### src/core/rts_pkg.sv
// Package for the reset timeout and reset-cause status block
package rts_pkg;

	// ----------------------------------------
	// Clock and timing
	// ----------------------------------------
	localparam longint unsigned CLK_PERIOD_NS = 40;
	localparam longint unsigned POWER_UP_DELAY_TIMER_TIME_US = 72000;
	localparam longint unsigned POWER_UP_DELAY_TIMER_CYCLES = (POWER_UP_DELAY_TIMER_TIME_US * 1000 + CLK_PERIOD_NS - 1) / CLK_PERIOD_NS;
	// Start-up counter counts oscillator periods; this clock is that oscillator
	localparam longint unsigned OST_TOSC = 1024;
	localparam longint unsigned OST_CYCLES = OST_TOSC;
	localparam int CNT_W = 21;

	// ----------------------------------------
	// Register offsets (byte addresses)
	// ----------------------------------------
	localparam logic [11:0] OFS_STATUS = 12'h000;
	localparam logic [11:0] OFS_CONFIG = 12'h004;
	localparam logic [11:0] OFS_IRQ_STAT = 12'h008;
	localparam logic [11:0] OFS_IRQ_MASK = 12'h00c;
	localparam logic [11:0] OFS_SEQ = 12'h010;

	// ----------------------------------------
	// Field positions
	// ----------------------------------------
	localparam int ST_BROWNOUT_BIT = 0;
	localparam int ST_POWERON_BIT = 1;
	localparam int ST_PARITY_BIT = 2;
	localparam int ST_PAR_EN_BIT = 7;

	localparam int IRQ_POWERON_BIT = 0;
	localparam int IRQ_BROWNOUT_BIT = 1;
	localparam int IRQ_PARITY_BIT = 2;
	localparam int IRQ_RUN_BIT = 3;
	localparam int IRQ_W = 4;

	localparam int SEQ_CORE_RST_BIT = 0;
	localparam int SEQ_POWER_UP_DELAY_TIMER_BUSY_BIT = 1;
	localparam int SEQ_OST_BUSY_BIT = 2;
	localparam int SEQ_MASTER_CLEAR_PIN_BIT = 3;

	// ----------------------------------------
	// Types and reset values
	// ----------------------------------------
	typedef struct packed {
		logic parity_check_enable;
		logic brownout_detect_enable;
		logic power_up_timer_enable;
		logic osc_is_rc;
	} rts_cfg_type;

	typedef struct packed {
		logic parity_error_flag;
		logic power_on_flag;
		logic brownout_flag;
	} rts_status_type;

	localparam rts_cfg_type CFG_RESET = '{1'b1, 1'b1, 1'b1, 1'b0};
	localparam rts_status_type STATUS_RESET = '{1'b1, 1'b0, 1'b0};
	localparam logic [IRQ_W-1:0] IRQ_MASK_RESET = 4'h0;

	typedef enum logic [2:0] {
		SEQ_POWER_LOW,
		SEQ_POWER_UP_DELAY_TIMER,
		SEQ_OST,
		SEQ_PARITY_RST,
		SEQ_RUN
	} rts_seq_type;

endpackage

### src/core/rts_delay_counter.sv
// Loadable down counter used for the power-up and start-up delays
`timescale 1ns/1ps
module rts_delay_counter #(
	parameter int WIDTH = 21
) (
	// Clock and reset
	input wire logic clk_sys_i,
	input wire logic rst_n_i,
	// Control
	input wire logic start_i,
	input wire logic [WIDTH-1:0] count_i,
	// Status
	output logic busy_o,
	output logic done_o
);

	logic [WIDTH-1:0] cnt_r;

	always_ff @(posedge clk_sys_i) begin
		if (!rst_n_i) begin
			cnt_r <= '0;
		end else if (start_i) begin
			cnt_r <= count_i;
		end else if (cnt_r != '0) begin
			cnt_r <= cnt_r - 1'b1;
		end
	end

	assign busy_o = (cnt_r != '0);
	// Last count; a load in the same cycle restarts and masks it
	assign done_o = (cnt_r == {{(WIDTH-1){1'b0}}, 1'b1}) && !start_i;

endmodule

### src/core/rts_reset_seq.sv
// Reset sequencer with power-up delays, reset-cause status and APB registers
//
// Summary of operation
// - Power-up timer starts after power-on detect ends; start-up counter follows it.
// - Delay depends on oscillator type and timer enable; RC without timer has none.
// - Delays run from power-on regardless of clear pin; release then runs at once.
// - Bit 0 brown-out flag cleared by brown-out reset, set by software.
// - Brown-out flag is don't-care when brown-out detection is disabled.
// - Bit 1 power-on flag cleared on power-on reset only; software sets it.
// - Bit 2 parity flag cleared on parity reset, set on power-on, else software.
// - Bit 7 reads the parity enable, reset only by the bus reset, untouched by core resets or interrupts.
// - Fetched word parity checked; mismatch causes reset and clears parity flag.
`timescale 1ns/1ps
module rts_reset_seq
	import rts_pkg::*;
#(
	parameter int unsigned POWER_UP_DELAY_TIMER_CNT = int'(POWER_UP_DELAY_TIMER_CYCLES)
) (
	// Clock and reset
	input wire logic clk_sys_i,
	input wire logic rst_n_i,
	// APB slave
	input wire logic psel_i,
	input wire logic penable_i,
	input wire logic pwrite_i,
	input wire logic [11:0] paddr_i,
	input wire logic [31:0] pwdata_i,
	output logic [31:0] prdata_o,
	output logic pready_o,
	output logic pslverr_o,
	// Detectors and pin (asynchronous)
	input wire logic power_on_detect_i,
	input wire logic brownout_detect_i,
	input wire logic master_clear_pin_n_i,
	// Program fetch for parity checking
	input wire logic fetch_valid_i,
	input wire logic [13:0] fetch_word_i,
	input wire logic [1:0] fetch_parity_i,
	// Core side
	output logic core_rst_n_o,
	output logic irq_o
);

	// ----------------------------------------
	// Input synchronisers
	// ----------------------------------------
	logic [1:0] por_sync_r;
	logic [1:0] bo_sync_r;
	logic [1:0] master_clear_pin_sync_r;
	logic por_s;
	logic bo_s;
	logic master_clear_pin_n_s;
	logic por_d_r;
	logic bo_d_r;

	always_ff @(posedge clk_sys_i) begin
		if (!rst_n_i) begin
			por_sync_r <= 2'h3;
			bo_sync_r <= 2'h0;
			master_clear_pin_sync_r <= 2'h0;
		end else begin
			por_sync_r <= {por_sync_r[0], power_on_detect_i};
			bo_sync_r <= {bo_sync_r[0], brownout_detect_i};
			master_clear_pin_sync_r <= {master_clear_pin_sync_r[0], master_clear_pin_n_i};
		end
	end

	assign por_s = por_sync_r[1];
	assign bo_s = bo_sync_r[1];
	assign master_clear_pin_n_s = master_clear_pin_sync_r[1];

	always_ff @(posedge clk_sys_i) begin
		if (!rst_n_i) begin
			por_d_r <= 1'b0;
			bo_d_r <= 1'b0;
		end else begin
			por_d_r <= por_s;
			bo_d_r <= bo_s;
		end
	end

	// ----------------------------------------
	// Configuration and events
	// ----------------------------------------
	rts_cfg_type cfg_r;
	rts_status_type status_r;
	rts_seq_type state_r;
	rts_seq_type state_nxt;
	logic core_rst_n_r;
	logic bo_active;
	logic power_low;
	logic ev_poweron;
	logic ev_brownout;
	logic ev_parity;
	logic ev_run;
	logic parity_bad;

	// Brown-out only counts when its detector is enabled
	assign bo_active = bo_s && cfg_r.brownout_detect_enable;
	assign power_low = por_s || bo_active;
	assign ev_poweron = por_s && !por_d_r;
	assign ev_brownout = bo_active && !bo_d_r && !por_s;

	// Even bits against one parity bit, odd bits against the inverted other
	assign parity_bad = (^{fetch_word_i[12], fetch_word_i[10], fetch_word_i[8], fetch_word_i[6],
		fetch_word_i[4], fetch_word_i[2], fetch_word_i[0], fetch_parity_i[0]})
		| (^{fetch_word_i[13], fetch_word_i[11], fetch_word_i[9], fetch_word_i[7],
		fetch_word_i[5], fetch_word_i[3], fetch_word_i[1], ~fetch_parity_i[1]});

	// Only fetches of a running core are checked
	assign ev_parity = fetch_valid_i && parity_bad && cfg_r.parity_check_enable
		&& core_rst_n_r && (state_r == SEQ_RUN) && !power_low;

	assign ev_run = (state_r != SEQ_RUN) && (state_nxt == SEQ_RUN);

	// ----------------------------------------
	// Delay counters
	// ----------------------------------------
	logic power_up_delay_timer_start;
	logic ost_start;
	logic power_up_delay_timer_busy;
	logic power_up_delay_timer_done;
	logic ost_busy;
	logic ost_done;

	rts_delay_counter #(
		.WIDTH(CNT_W)
	) u_power_up_delay_timer (
		.clk_sys_i(clk_sys_i),
		.rst_n_i(rst_n_i),
		.start_i(power_up_delay_timer_start),
		.count_i(CNT_W'(POWER_UP_DELAY_TIMER_CNT)),
		.busy_o(power_up_delay_timer_busy),
		.done_o(power_up_delay_timer_done)
	);

	rts_delay_counter #(
		.WIDTH(CNT_W)
	) u_ost (
		.clk_sys_i(clk_sys_i),
		.rst_n_i(rst_n_i),
		.start_i(ost_start),
		.count_i(CNT_W'(OST_CYCLES)),
		.busy_o(ost_busy),
		.done_o(ost_done)
	);

	// ----------------------------------------
	// Sequence state machine
	// ----------------------------------------
	always_comb begin
		state_nxt = state_r;
		power_up_delay_timer_start = 1'b0;
		ost_start = 1'b0;
		if (power_low) begin
			state_nxt = SEQ_POWER_LOW;
		end else begin
			unique case (state_r)
				SEQ_POWER_LOW: begin
					// Timer waits for the detect pulse to end
					if (cfg_r.power_up_timer_enable) begin
						state_nxt = SEQ_POWER_UP_DELAY_TIMER;
						power_up_delay_timer_start = 1'b1;
					end else if (!cfg_r.osc_is_rc) begin
						state_nxt = SEQ_OST;
						ost_start = 1'b1;
					end else begin
						state_nxt = SEQ_RUN;
					end
				end
				SEQ_POWER_UP_DELAY_TIMER: begin
					if (power_up_delay_timer_done) begin
						if (cfg_r.osc_is_rc) begin
							state_nxt = SEQ_RUN;
						end else begin
							state_nxt = SEQ_OST;
							ost_start = 1'b1;
						end
					end
				end
				SEQ_OST: begin
					if (ost_done) begin
						state_nxt = SEQ_RUN;
					end
				end
				SEQ_PARITY_RST: begin
					state_nxt = SEQ_RUN;
				end
				SEQ_RUN: begin
					if (ev_parity) begin
						state_nxt = SEQ_PARITY_RST;
					end
				end
				default: begin
					state_nxt = SEQ_POWER_LOW;
				end
			endcase
		end
	end

	// Pin level plays no part in the timing
	always_ff @(posedge clk_sys_i) begin
		if (!rst_n_i) begin
			state_r <= SEQ_POWER_LOW;
		end else begin
			state_r <= state_nxt;
		end
	end

	// Held while pin low or a delay runs; release follows the pin at once
	always_ff @(posedge clk_sys_i) begin
		if (!rst_n_i) begin
			core_rst_n_r <= 1'b0;
		end else begin
			core_rst_n_r <= master_clear_pin_n_s && (state_nxt == SEQ_RUN) && !power_low;
		end
	end

	assign core_rst_n_o = core_rst_n_r;

	// ----------------------------------------
	// APB access decode
	// ----------------------------------------
	logic pready_r;
	logic pslverr_r;
	logic [31:0] prdata_r;
	logic acc_first;
	logic wr_done;
	logic addr_ok;
	logic [31:0] rd_mux;
	logic [IRQ_W-1:0] irq_stat_r;
	logic [IRQ_W-1:0] irq_mask_r;
	logic irq_r;

	// One wait state: data is built on the first access cycle
	assign acc_first = psel_i && penable_i && !pready_r;
	assign wr_done = psel_i && penable_i && pready_r && pwrite_i && !pslverr_r;
	assign addr_ok = (paddr_i == OFS_STATUS) || (paddr_i == OFS_CONFIG) || (paddr_i == OFS_IRQ_STAT)
		|| (paddr_i == OFS_IRQ_MASK) || (paddr_i == OFS_SEQ);

	always_comb begin
		rd_mux = 32'h0000_0000;
		unique case (paddr_i)
			OFS_STATUS: begin
				rd_mux[ST_BROWNOUT_BIT] = status_r.brownout_flag;
				rd_mux[ST_POWERON_BIT] = status_r.power_on_flag;
				rd_mux[ST_PARITY_BIT] = status_r.parity_error_flag;
				rd_mux[ST_PAR_EN_BIT] = cfg_r.parity_check_enable;
			end
			OFS_CONFIG: begin
				rd_mux[3:0] = cfg_r;
			end
			OFS_IRQ_STAT: begin
				rd_mux[IRQ_W-1:0] = irq_stat_r;
			end
			OFS_IRQ_MASK: begin
				rd_mux[IRQ_W-1:0] = irq_mask_r;
			end
			OFS_SEQ: begin
				rd_mux[SEQ_CORE_RST_BIT] = !core_rst_n_r;
				rd_mux[SEQ_POWER_UP_DELAY_TIMER_BUSY_BIT] = power_up_delay_timer_busy;
				rd_mux[SEQ_OST_BUSY_BIT] = ost_busy;
				rd_mux[SEQ_MASTER_CLEAR_PIN_BIT] = master_clear_pin_n_s;
			end
			default: begin
				rd_mux = 32'h0000_0000;
			end
		endcase
	end

	always_ff @(posedge clk_sys_i) begin
		if (!rst_n_i) begin
			pready_r <= 1'b0;
			pslverr_r <= 1'b0;
			prdata_r <= 32'h0000_0000;
		end else begin
			pready_r <= acc_first;
			pslverr_r <= acc_first && !addr_ok;
			if (acc_first && !pwrite_i) begin
				prdata_r <= rd_mux;
			end else if (!acc_first) begin
				prdata_r <= 32'h0000_0000;
			end
		end
	end

	assign pready_o = pready_r;
	assign pslverr_o = pslverr_r;
	assign prdata_o = prdata_r;

	// ----------------------------------------
	// Configuration register
	// ----------------------------------------
	// Only the bus reset touches it; core resets and interrupts never do
	always_ff @(posedge clk_sys_i) begin
		if (!rst_n_i) begin
			cfg_r <= CFG_RESET;
		end else if (wr_done && (paddr_i == OFS_CONFIG)) begin
			cfg_r <= pwdata_i[3:0];
		end
	end

	// ----------------------------------------
	// Reset-cause status register
	// ----------------------------------------
	logic st_wr;

	assign st_wr = wr_done && (paddr_i == OFS_STATUS);

	// Hardware causes win over a software write in the same cycle
	always_ff @(posedge clk_sys_i) begin
		if (!rst_n_i) begin
			status_r.brownout_flag <= STATUS_RESET.brownout_flag;
		end else if (ev_brownout) begin
			status_r.brownout_flag <= 1'b0;
		end else if (st_wr) begin
			status_r.brownout_flag <= pwdata_i[ST_BROWNOUT_BIT];
		end
	end

	always_ff @(posedge clk_sys_i) begin
		if (!rst_n_i) begin
			status_r.power_on_flag <= STATUS_RESET.power_on_flag;
		end else if (ev_poweron) begin
			status_r.power_on_flag <= 1'b0;
		end else if (st_wr) begin
			status_r.power_on_flag <= pwdata_i[ST_POWERON_BIT];
		end
	end

	always_ff @(posedge clk_sys_i) begin
		if (!rst_n_i) begin
			status_r.parity_error_flag <= STATUS_RESET.parity_error_flag;
		end else if (ev_poweron) begin
			status_r.parity_error_flag <= 1'b1;
		end else if (ev_parity) begin
			status_r.parity_error_flag <= 1'b0;
		end else if (st_wr) begin
			status_r.parity_error_flag <= pwdata_i[ST_PARITY_BIT];
		end
	end

	// ----------------------------------------
	// Interrupt status, mask and output
	// ----------------------------------------
	logic [IRQ_W-1:0] irq_set;
	logic [IRQ_W-1:0] irq_clr;

	assign irq_set = {ev_run, ev_parity, ev_brownout, ev_poweron};
	assign irq_clr = (wr_done && (paddr_i == OFS_IRQ_STAT)) ? pwdata_i[IRQ_W-1:0] : '0;

	// Write one to clear; a new event in that cycle stays set
	always_ff @(posedge clk_sys_i) begin
		if (!rst_n_i) begin
			irq_stat_r <= '0;
		end else begin
			irq_stat_r <= (irq_stat_r & ~irq_clr) | irq_set;
		end
	end

	always_ff @(posedge clk_sys_i) begin
		if (!rst_n_i) begin
			irq_mask_r <= IRQ_MASK_RESET;
		end else if (wr_done && (paddr_i == OFS_IRQ_MASK)) begin
			irq_mask_r <= pwdata_i[IRQ_W-1:0];
		end
	end

	always_ff @(posedge clk_sys_i) begin
		if (!rst_n_i) begin
			irq_r <= 1'b0;
		end else begin
			irq_r <= |(irq_stat_r & irq_mask_r);
		end
	end

	assign irq_o = irq_r;

endmodule

### config.mk
export PLATFORM = sky130hd
export DESIGN_NAME = rts_reset_seq
export DESIGN_NICKNAME = d
export VERILOG_FILES = /design/src/core/rts_pkg.sv /design/src/core/rts_delay_counter.sv /design/src/core/rts_reset_seq.sv
export SDC_FILE = /design/constraint.sdc
export NUM_CORES = 1
export LEC_CHECK = 0
export ABC_AREA = 1
export ABC_CLOCK_PERIOD_IN_PS = 1400
export BUFFER_PORTS_ARGS = -buffer_cell sky130_fd_sc_hd__clkbuf_2
export CAP_MARGIN = 20
export CORE_MARGIN = 2
export CORE_UTILIZATION = 45
export CTS_BUF_LIST = sky130_fd_sc_hd__clkbuf_16
export DETAILED_ROUTE_END_ITERATION = 6
export MAX_ROUTING_LAYER = met4
export PLACE_DENSITY = 0.71
export SYNTH_ARGS = -nofsm -noshare
export SYNTH_HDL_FRONTEND = slang
export SYNTH_SLANG_ARGS = --single-unit
export TNS_END_PERCENT = 30
### constraint.sdc
create_clock -name clk_sys_i -period 1.4 [get_ports clk_sys_i]
set_input_delay 0.14 -clock clk_sys_i [delete_from_list [all_inputs] [get_ports clk_sys_i]]
set_output_delay 0.14 -clock clk_sys_i [all_outputs]
set_load 0.02 [all_outputs]
# [Word-level counts from Yosys, hierarchy flattened]
# Cells that the tools add are included.
[classes] add_sub_neg=2 eq_ne=13 muxes=27 n_bitwise=7 n_reduce_logical=55
[ops] operator="== test 21 x 1 -> 1 bit, second input constant" count=2
[ops] operator="2-to-1 mux 21 bit" count=2
[ops] operator="nonzero test 21 bit" count=2
[ops] operator="subtractor 21 x 1 -> 21 bit, second input constant" count=2
[ops] operator="case mux 3 bit (5 select lines)" count=2
[ops] operator="logical AND 1 bit" count=25
[ops] operator="== test 12 x 4 -> 1 bit, second input constant" count=2
[ops] operator="2-to-1 mux 11 bit" count=2
[ops] operator="2-to-1 mux 3 bit" count=6
[ops] operator="2-to-1 mux 8 bit" count=2
[ops] operator="XOR reduction 8 bit" count=2
[ops] operator="== test 12 x 3 -> 1 bit, second input constant" count=1
[ops] operator="== test 12 x 5 -> 1 bit, second input constant" count=1
[ops] operator="zero test 12 bit" count=1
[ops] operator="zero test 1 bit" count=11
[ops] operator="2-to-1 mux 1 bit" count=10
[ops] operator="AND 4 bit" count=2
[ops] operator="OR reduction 2 bit" count=4
[ops] operator="== test 3 x 2 -> 1 bit, second input constant" count=2
[ops] operator="== test 3 bit, second input constant" count=2
[ops] operator="nonzero test 2 bit" count=3
[ops] operator="logical OR 1 bit" count=5
[ops] operator="2-to-1 mux 4 bit" count=1
[ops] operator="inverter 4 bit" count=1
[ops] operator="10 further kinds" count=11
[word_totals] regBits=77 out_inout_bits=36

# [Depth between registers and ports, before layout]
[depth] depth_word=16 ltp_mapped=15 mapped_depth_nobuf=15

# [By module]
# A second synthesis with hierarchy kept.
[hier_totals] cells_unflattened=839 hier_area_um2=5207.5
[by_module_without_submodules] mod="rts_delay_counter" instances=2 cells_per_inst=234 area_per_inst_um2=1440.1 seq_area_each_um2=420.4
[by_module_without_submodules] mod="rts_reset_seq" instances=1 cells_per_inst=371 area_per_inst_um2=2327.2 seq_area_each_um2=700.7

# [Worst setup path before layout]
# Ideal clock, no wire load.
[synth_path] path_type="reg2reg" start="register u_power_up_delay_timer.cnt_r[0]" end="register u_power_up_delay_timer.cnt_r[15]" setup_ns=0.124 t_arrival_ns=1.467 t_required_ns=1.276 slack_ns=-0.191 path_stages_with_launch=13 path_buffers=0 synth_period_minus_slack_ns=1.591 path_cell_list="dfxtp_1 inv_1 ha_1 nand2_2 nor2_2 nand2_4 nand4_4 nor2_4 nand2_2 nor2_2 nand2_1 xor2_1 nor2_1"
[synth_between] elab_chain_len=1
[synth_lines] item="start: declaration" line="rts_delay_counter.sv:17" rtl="logic [WIDTH-1:0] cnt_r;"
[synth_lines] item="start signal: assignment" line="rts_delay_counter.sv:23" rtl="cnt_r <= count_i;"
[synth_lines] item="start signal: assignment" line="rts_delay_counter.sv:25" rtl="cnt_r <= cnt_r - 1'b1;"
[synth_lines] item="subtractor 21 x 1 -> 21 bit / nonzero test 21 bit (equally long branches)" line="rts_delay_counter.sv:25, rts_delay_counter.sv:24"
# Several ways; a longest one is shown, not always the timed one.
# A chain may end at the register's enable or synchronous reset.

# [Worst setup path in the final report]
[layout_path] start="register u_power_up_delay_timer.cnt_r[12]" end="register u_power_up_delay_timer.cnt_r[14]"
[layout_between] elab_chain_len=3
[layout_lines] item="subtractor 21 x 1 -> 21 bit" line="rts_delay_counter.sv:25"
[layout_lines] item="2-to-1 mux 21 bit" line="rts_delay_counter.sv:24" rtl="end else if (cnt_r != '0) begin"
[layout_lines] item="2-to-1 mux 21 bit" line="rts_delay_counter.sv:22" rtl="end else if (start_i) begin"
# Several ways; a longest one is shown, not always the timed one. The select of a mux whose other input is x is not followed.

==> impl_metrics.csv <==
group,metric,value,unit
critical_path,cp-start-kind,"flop",
cts,insertion_delay,340,ps
grt,grt_util_all_layers,25.1,%
final_layout,area.growth.synth_to_final,53.5,%
timing,timing.fmax,582,MHz
drt,wl,15000,um
placed_design,pre_cts_ws,-216,ps
grt,grt_max_degree,23,
final_layout,final_cell_mix,"nand2_1 (152), buf_4 (138), inv_1 (71)",
die,ios,105,
critical_path,arrival,1940,ps
drt,first_pass_iters,6,
min_path,hold_depth,3,
run_status,status,"complete, but fails checks",
pwr,power.density,2300,nW/um^2
critical_path,worstSetupEndpointType,"flop",
pwr,p_leak,0.00339,uW
synthesis,synth-edff-count,0,
placed_design,gp_congestion,0.977,
synthesis,yosys.area.top_type_share,34.3,%
timing,finalHoldViolCount,0,
die,fp-row-count,36,
placed_design,numPortBuffers,49,
drt,vias,5226,
die,die_w,104,um
drt,drt-initial-drc-count,434,
flow_run,maxCapViolCount,0,
timing,setup_ws,-318,ps
final_layout,fin_area,6890,um^2
synthesis,mappedNetlistArea,4490,um^2
synthesis,yosysWarnings,0,
synthesis,synth.ff_latch_count,77,
drt,routed_via_density,5.12,
critical_path,required,1620,ps
critical_path,reg2reg_depth,7,
cts,cts_max_path_buffers,2,
critical_path,r2r_setup_slack,-320,ps
grt,antenna_found_initial,0,
pwr,ir_drop,1.47,mV
synthesis,synthCells,678,
min_path,min_to,"status_r[1]",
die,die_h,104,um
synthesis,synth-async-reset-ratio,0,%
cts,htree_num_levels,3,
critical_path,rr_endpoint,"u_power_up_delay_timer.cnt_r[14]",
min_path,min_path_type,"in2reg",
final_layout,antenna_cells,0,
synthesis,synth_cell_types,44,
critical_path,worstPathMaxFanout,2,
cts,cts-root-buf,"clkbuf_16",
synthesis,yosys.area.top_type,"dfxtp_1",
timing,rsz0062_at_grt,"yes",
critical_path,criticalPathCategory,"reg2reg",
final_layout,layout-drive-gt1-share,44.3,%
cts,cts_tree,"built",
drt,wl_per_cell,14.7,um
die,start_util,46.2,%
final_layout,final_common_cell,"nand2_1",
die,core_area,9730,um^2
timing,min_period,1720,ps
synthesis,synth_flop_cell,"dfxtp_1",
synthesis,ys_seq_area_share,34.3,%
critical_path,reg2reg_from,"u_power_up_delay_timer.cnt_r[12]",
cts,cts_sinks,77,
drt,drc,0,
timing,clock_skew,9.32,ps
timing,period_share,123,%
drt,ant_nets,0,
die,fp.dieArea,10800,um^2
run_status,violations,"negative setup slack",
grt,grt_overflow_total,0,
final_layout,final_nets,957,
synthesis,avgSynthCellArea,6.62,um^2
synthesis,yosys-top-cells-area,"dfxtp_1 (34%), nand2_1 (15%), inv_1 (7.2%)",
placed_design,post-dp-hpwl,9200,um
placed_design,place_area,5720,um^2
grt,grt_pass1_vias,5028,
cts,cts_made_buffers,9,
grt,grt_pass1_wl,21900,um
timing,setup_viol,48,
timing,maxSlewViolCount,0,
min_path,worstHoldStart,"pwdata_i[1]",
cts,clkTransAtPathRegs,70,ps
[Yosys cell counts, types with 4 or more instances]
master / n
o211ai_1: 4
inv_1: 86
nor2_2: 10
nand2_2: 10
nand2_4: 4
nor3_1: 11
xor2_1: 7
nand3_1: 32
nor4_1: 4
dfxtp_1: 77
a21oi_1: 47
a31oi_1: 5
buf_4: 28
or2_2: 4
nand2_1: 176
nor2_1: 80
inv_2: 7
o21ai_0: 22
clkbuf_1: 5
nand3_2: 4
nand4_1: 11
ha_1: 6
[kinds of logic after synthesis]
logic type                 count (synthesis)  share of synthesized area [%]
AOI/OAI and AO/OA                         91                           11.1
adders and majority gates                  6                           1.67
buffers and inverters                    129                           13.2
xor gates and xnor gates                  10                           1.95
and+or+nand+nor                          364                           37.7
DFF                                       77                           34.3
other                                      1                         0.0835
[repair_timing]
action / 4_1_cts / 5_1_grt
hold buffers: 3 / 0
buffers inserted: 16 / 18
cloned: 2 / 0
endpoints found under the hold margin: 3 / 0
gates resized for setup: 66 / 94
pin swaps: 20 / 37
setup endpoints to repair: 47 / 63
[registers in the layout, indices dropped and copies added (netlist names), 2 cells and up]
| name | flops |
|---|---|
| u_ost.cnt_r | 21 |
| u_power_up_delay_timer.cnt_r | 21 |
| prdata_o | 5 |
| cfg_r | 4 |
| irq_mask_r | 4 |
| irq_stat_r | 4 |
| state_r | 3 |
| status_r | 3 |
| bo_sync_r | 2 |
| master_clear_pin_sync_r | 2 |
| por_sync_r | 2 |
[report_power, final]
group	internal [uW]	total (uW)	switching [uW]
clock network	1570	2560	989
logic	4610	10100	5530
registers	2750	3160	404
[worst max-delay path by stage]
stage	from	end	slack, ps
after floorplan	u_power_up_delay_timer.cnt_r[0]	u_power_up_delay_timer.cnt_r[15]	-80
after global placement	u_power_up_delay_timer.cnt_r[4]	u_ost.cnt_r[18]	-170
after detailed placement	u_ost.cnt_r[3]	u_ost.cnt_r[18]	-220
after CTS	u_power_up_delay_timer.cnt_r[8]	prdata_o[1]	-200
after global routing	u_power_up_delay_timer.cnt_r[14]	u_power_up_delay_timer.cnt_r[19]	-400
final	u_power_up_delay_timer.cnt_r[12]	u_power_up_delay_timer.cnt_r[14]	-320
[area by class of cell]
class | instances | area (um^2)
inverters | 95 | 365
clock buffers | 9 | 225
repair buffers | 199 | 1440
fillers | 723 | 2840
flip-flops and latches | 77 | 1570
clock inverters | 7 | 95.1
multi-input cells | 500 | 3030
well taps | 133 | 166
[through the flow]
step                      power (uW)  hold slack, ps  std cells  util, %  setup TNS [ps]
after floorplan                 7190             238        704        -           -1310
after global placement         10000             325        966     58.8           -4380
after detailed placement       10200             330        966     58.8           -6350
after CTS                      13900            84.8       1003     66.3           -5550
after global routing           16700             121       1020     70.8          -14390
final                          15900            83.7       1020     70.8           -9960
[metal layers]
| layer | up-vias | wire (um) | track usage [%] |
|---|---|---|---|
| met5 | - | 0 | - |
| met4 | 0 | 500 | 8.11 |
| met3 | 57 | 810 | 4.70 |
| met2 | 206 | 7950 | 45.2 |
| met1 | 2429 | 5700 | 27.9 |
| li1 | 2534 | - | - |
[critical path: stages (launching register included)]
cell and delay, ps:
dfxtp_2 320, nor2_2 120, buf_4 120, nand3_1 200
nor4_4 390, xnor2_1 180, nor2_1 80, o21a_1 190
Note: power is estimated with default switching activity, not from simulation.
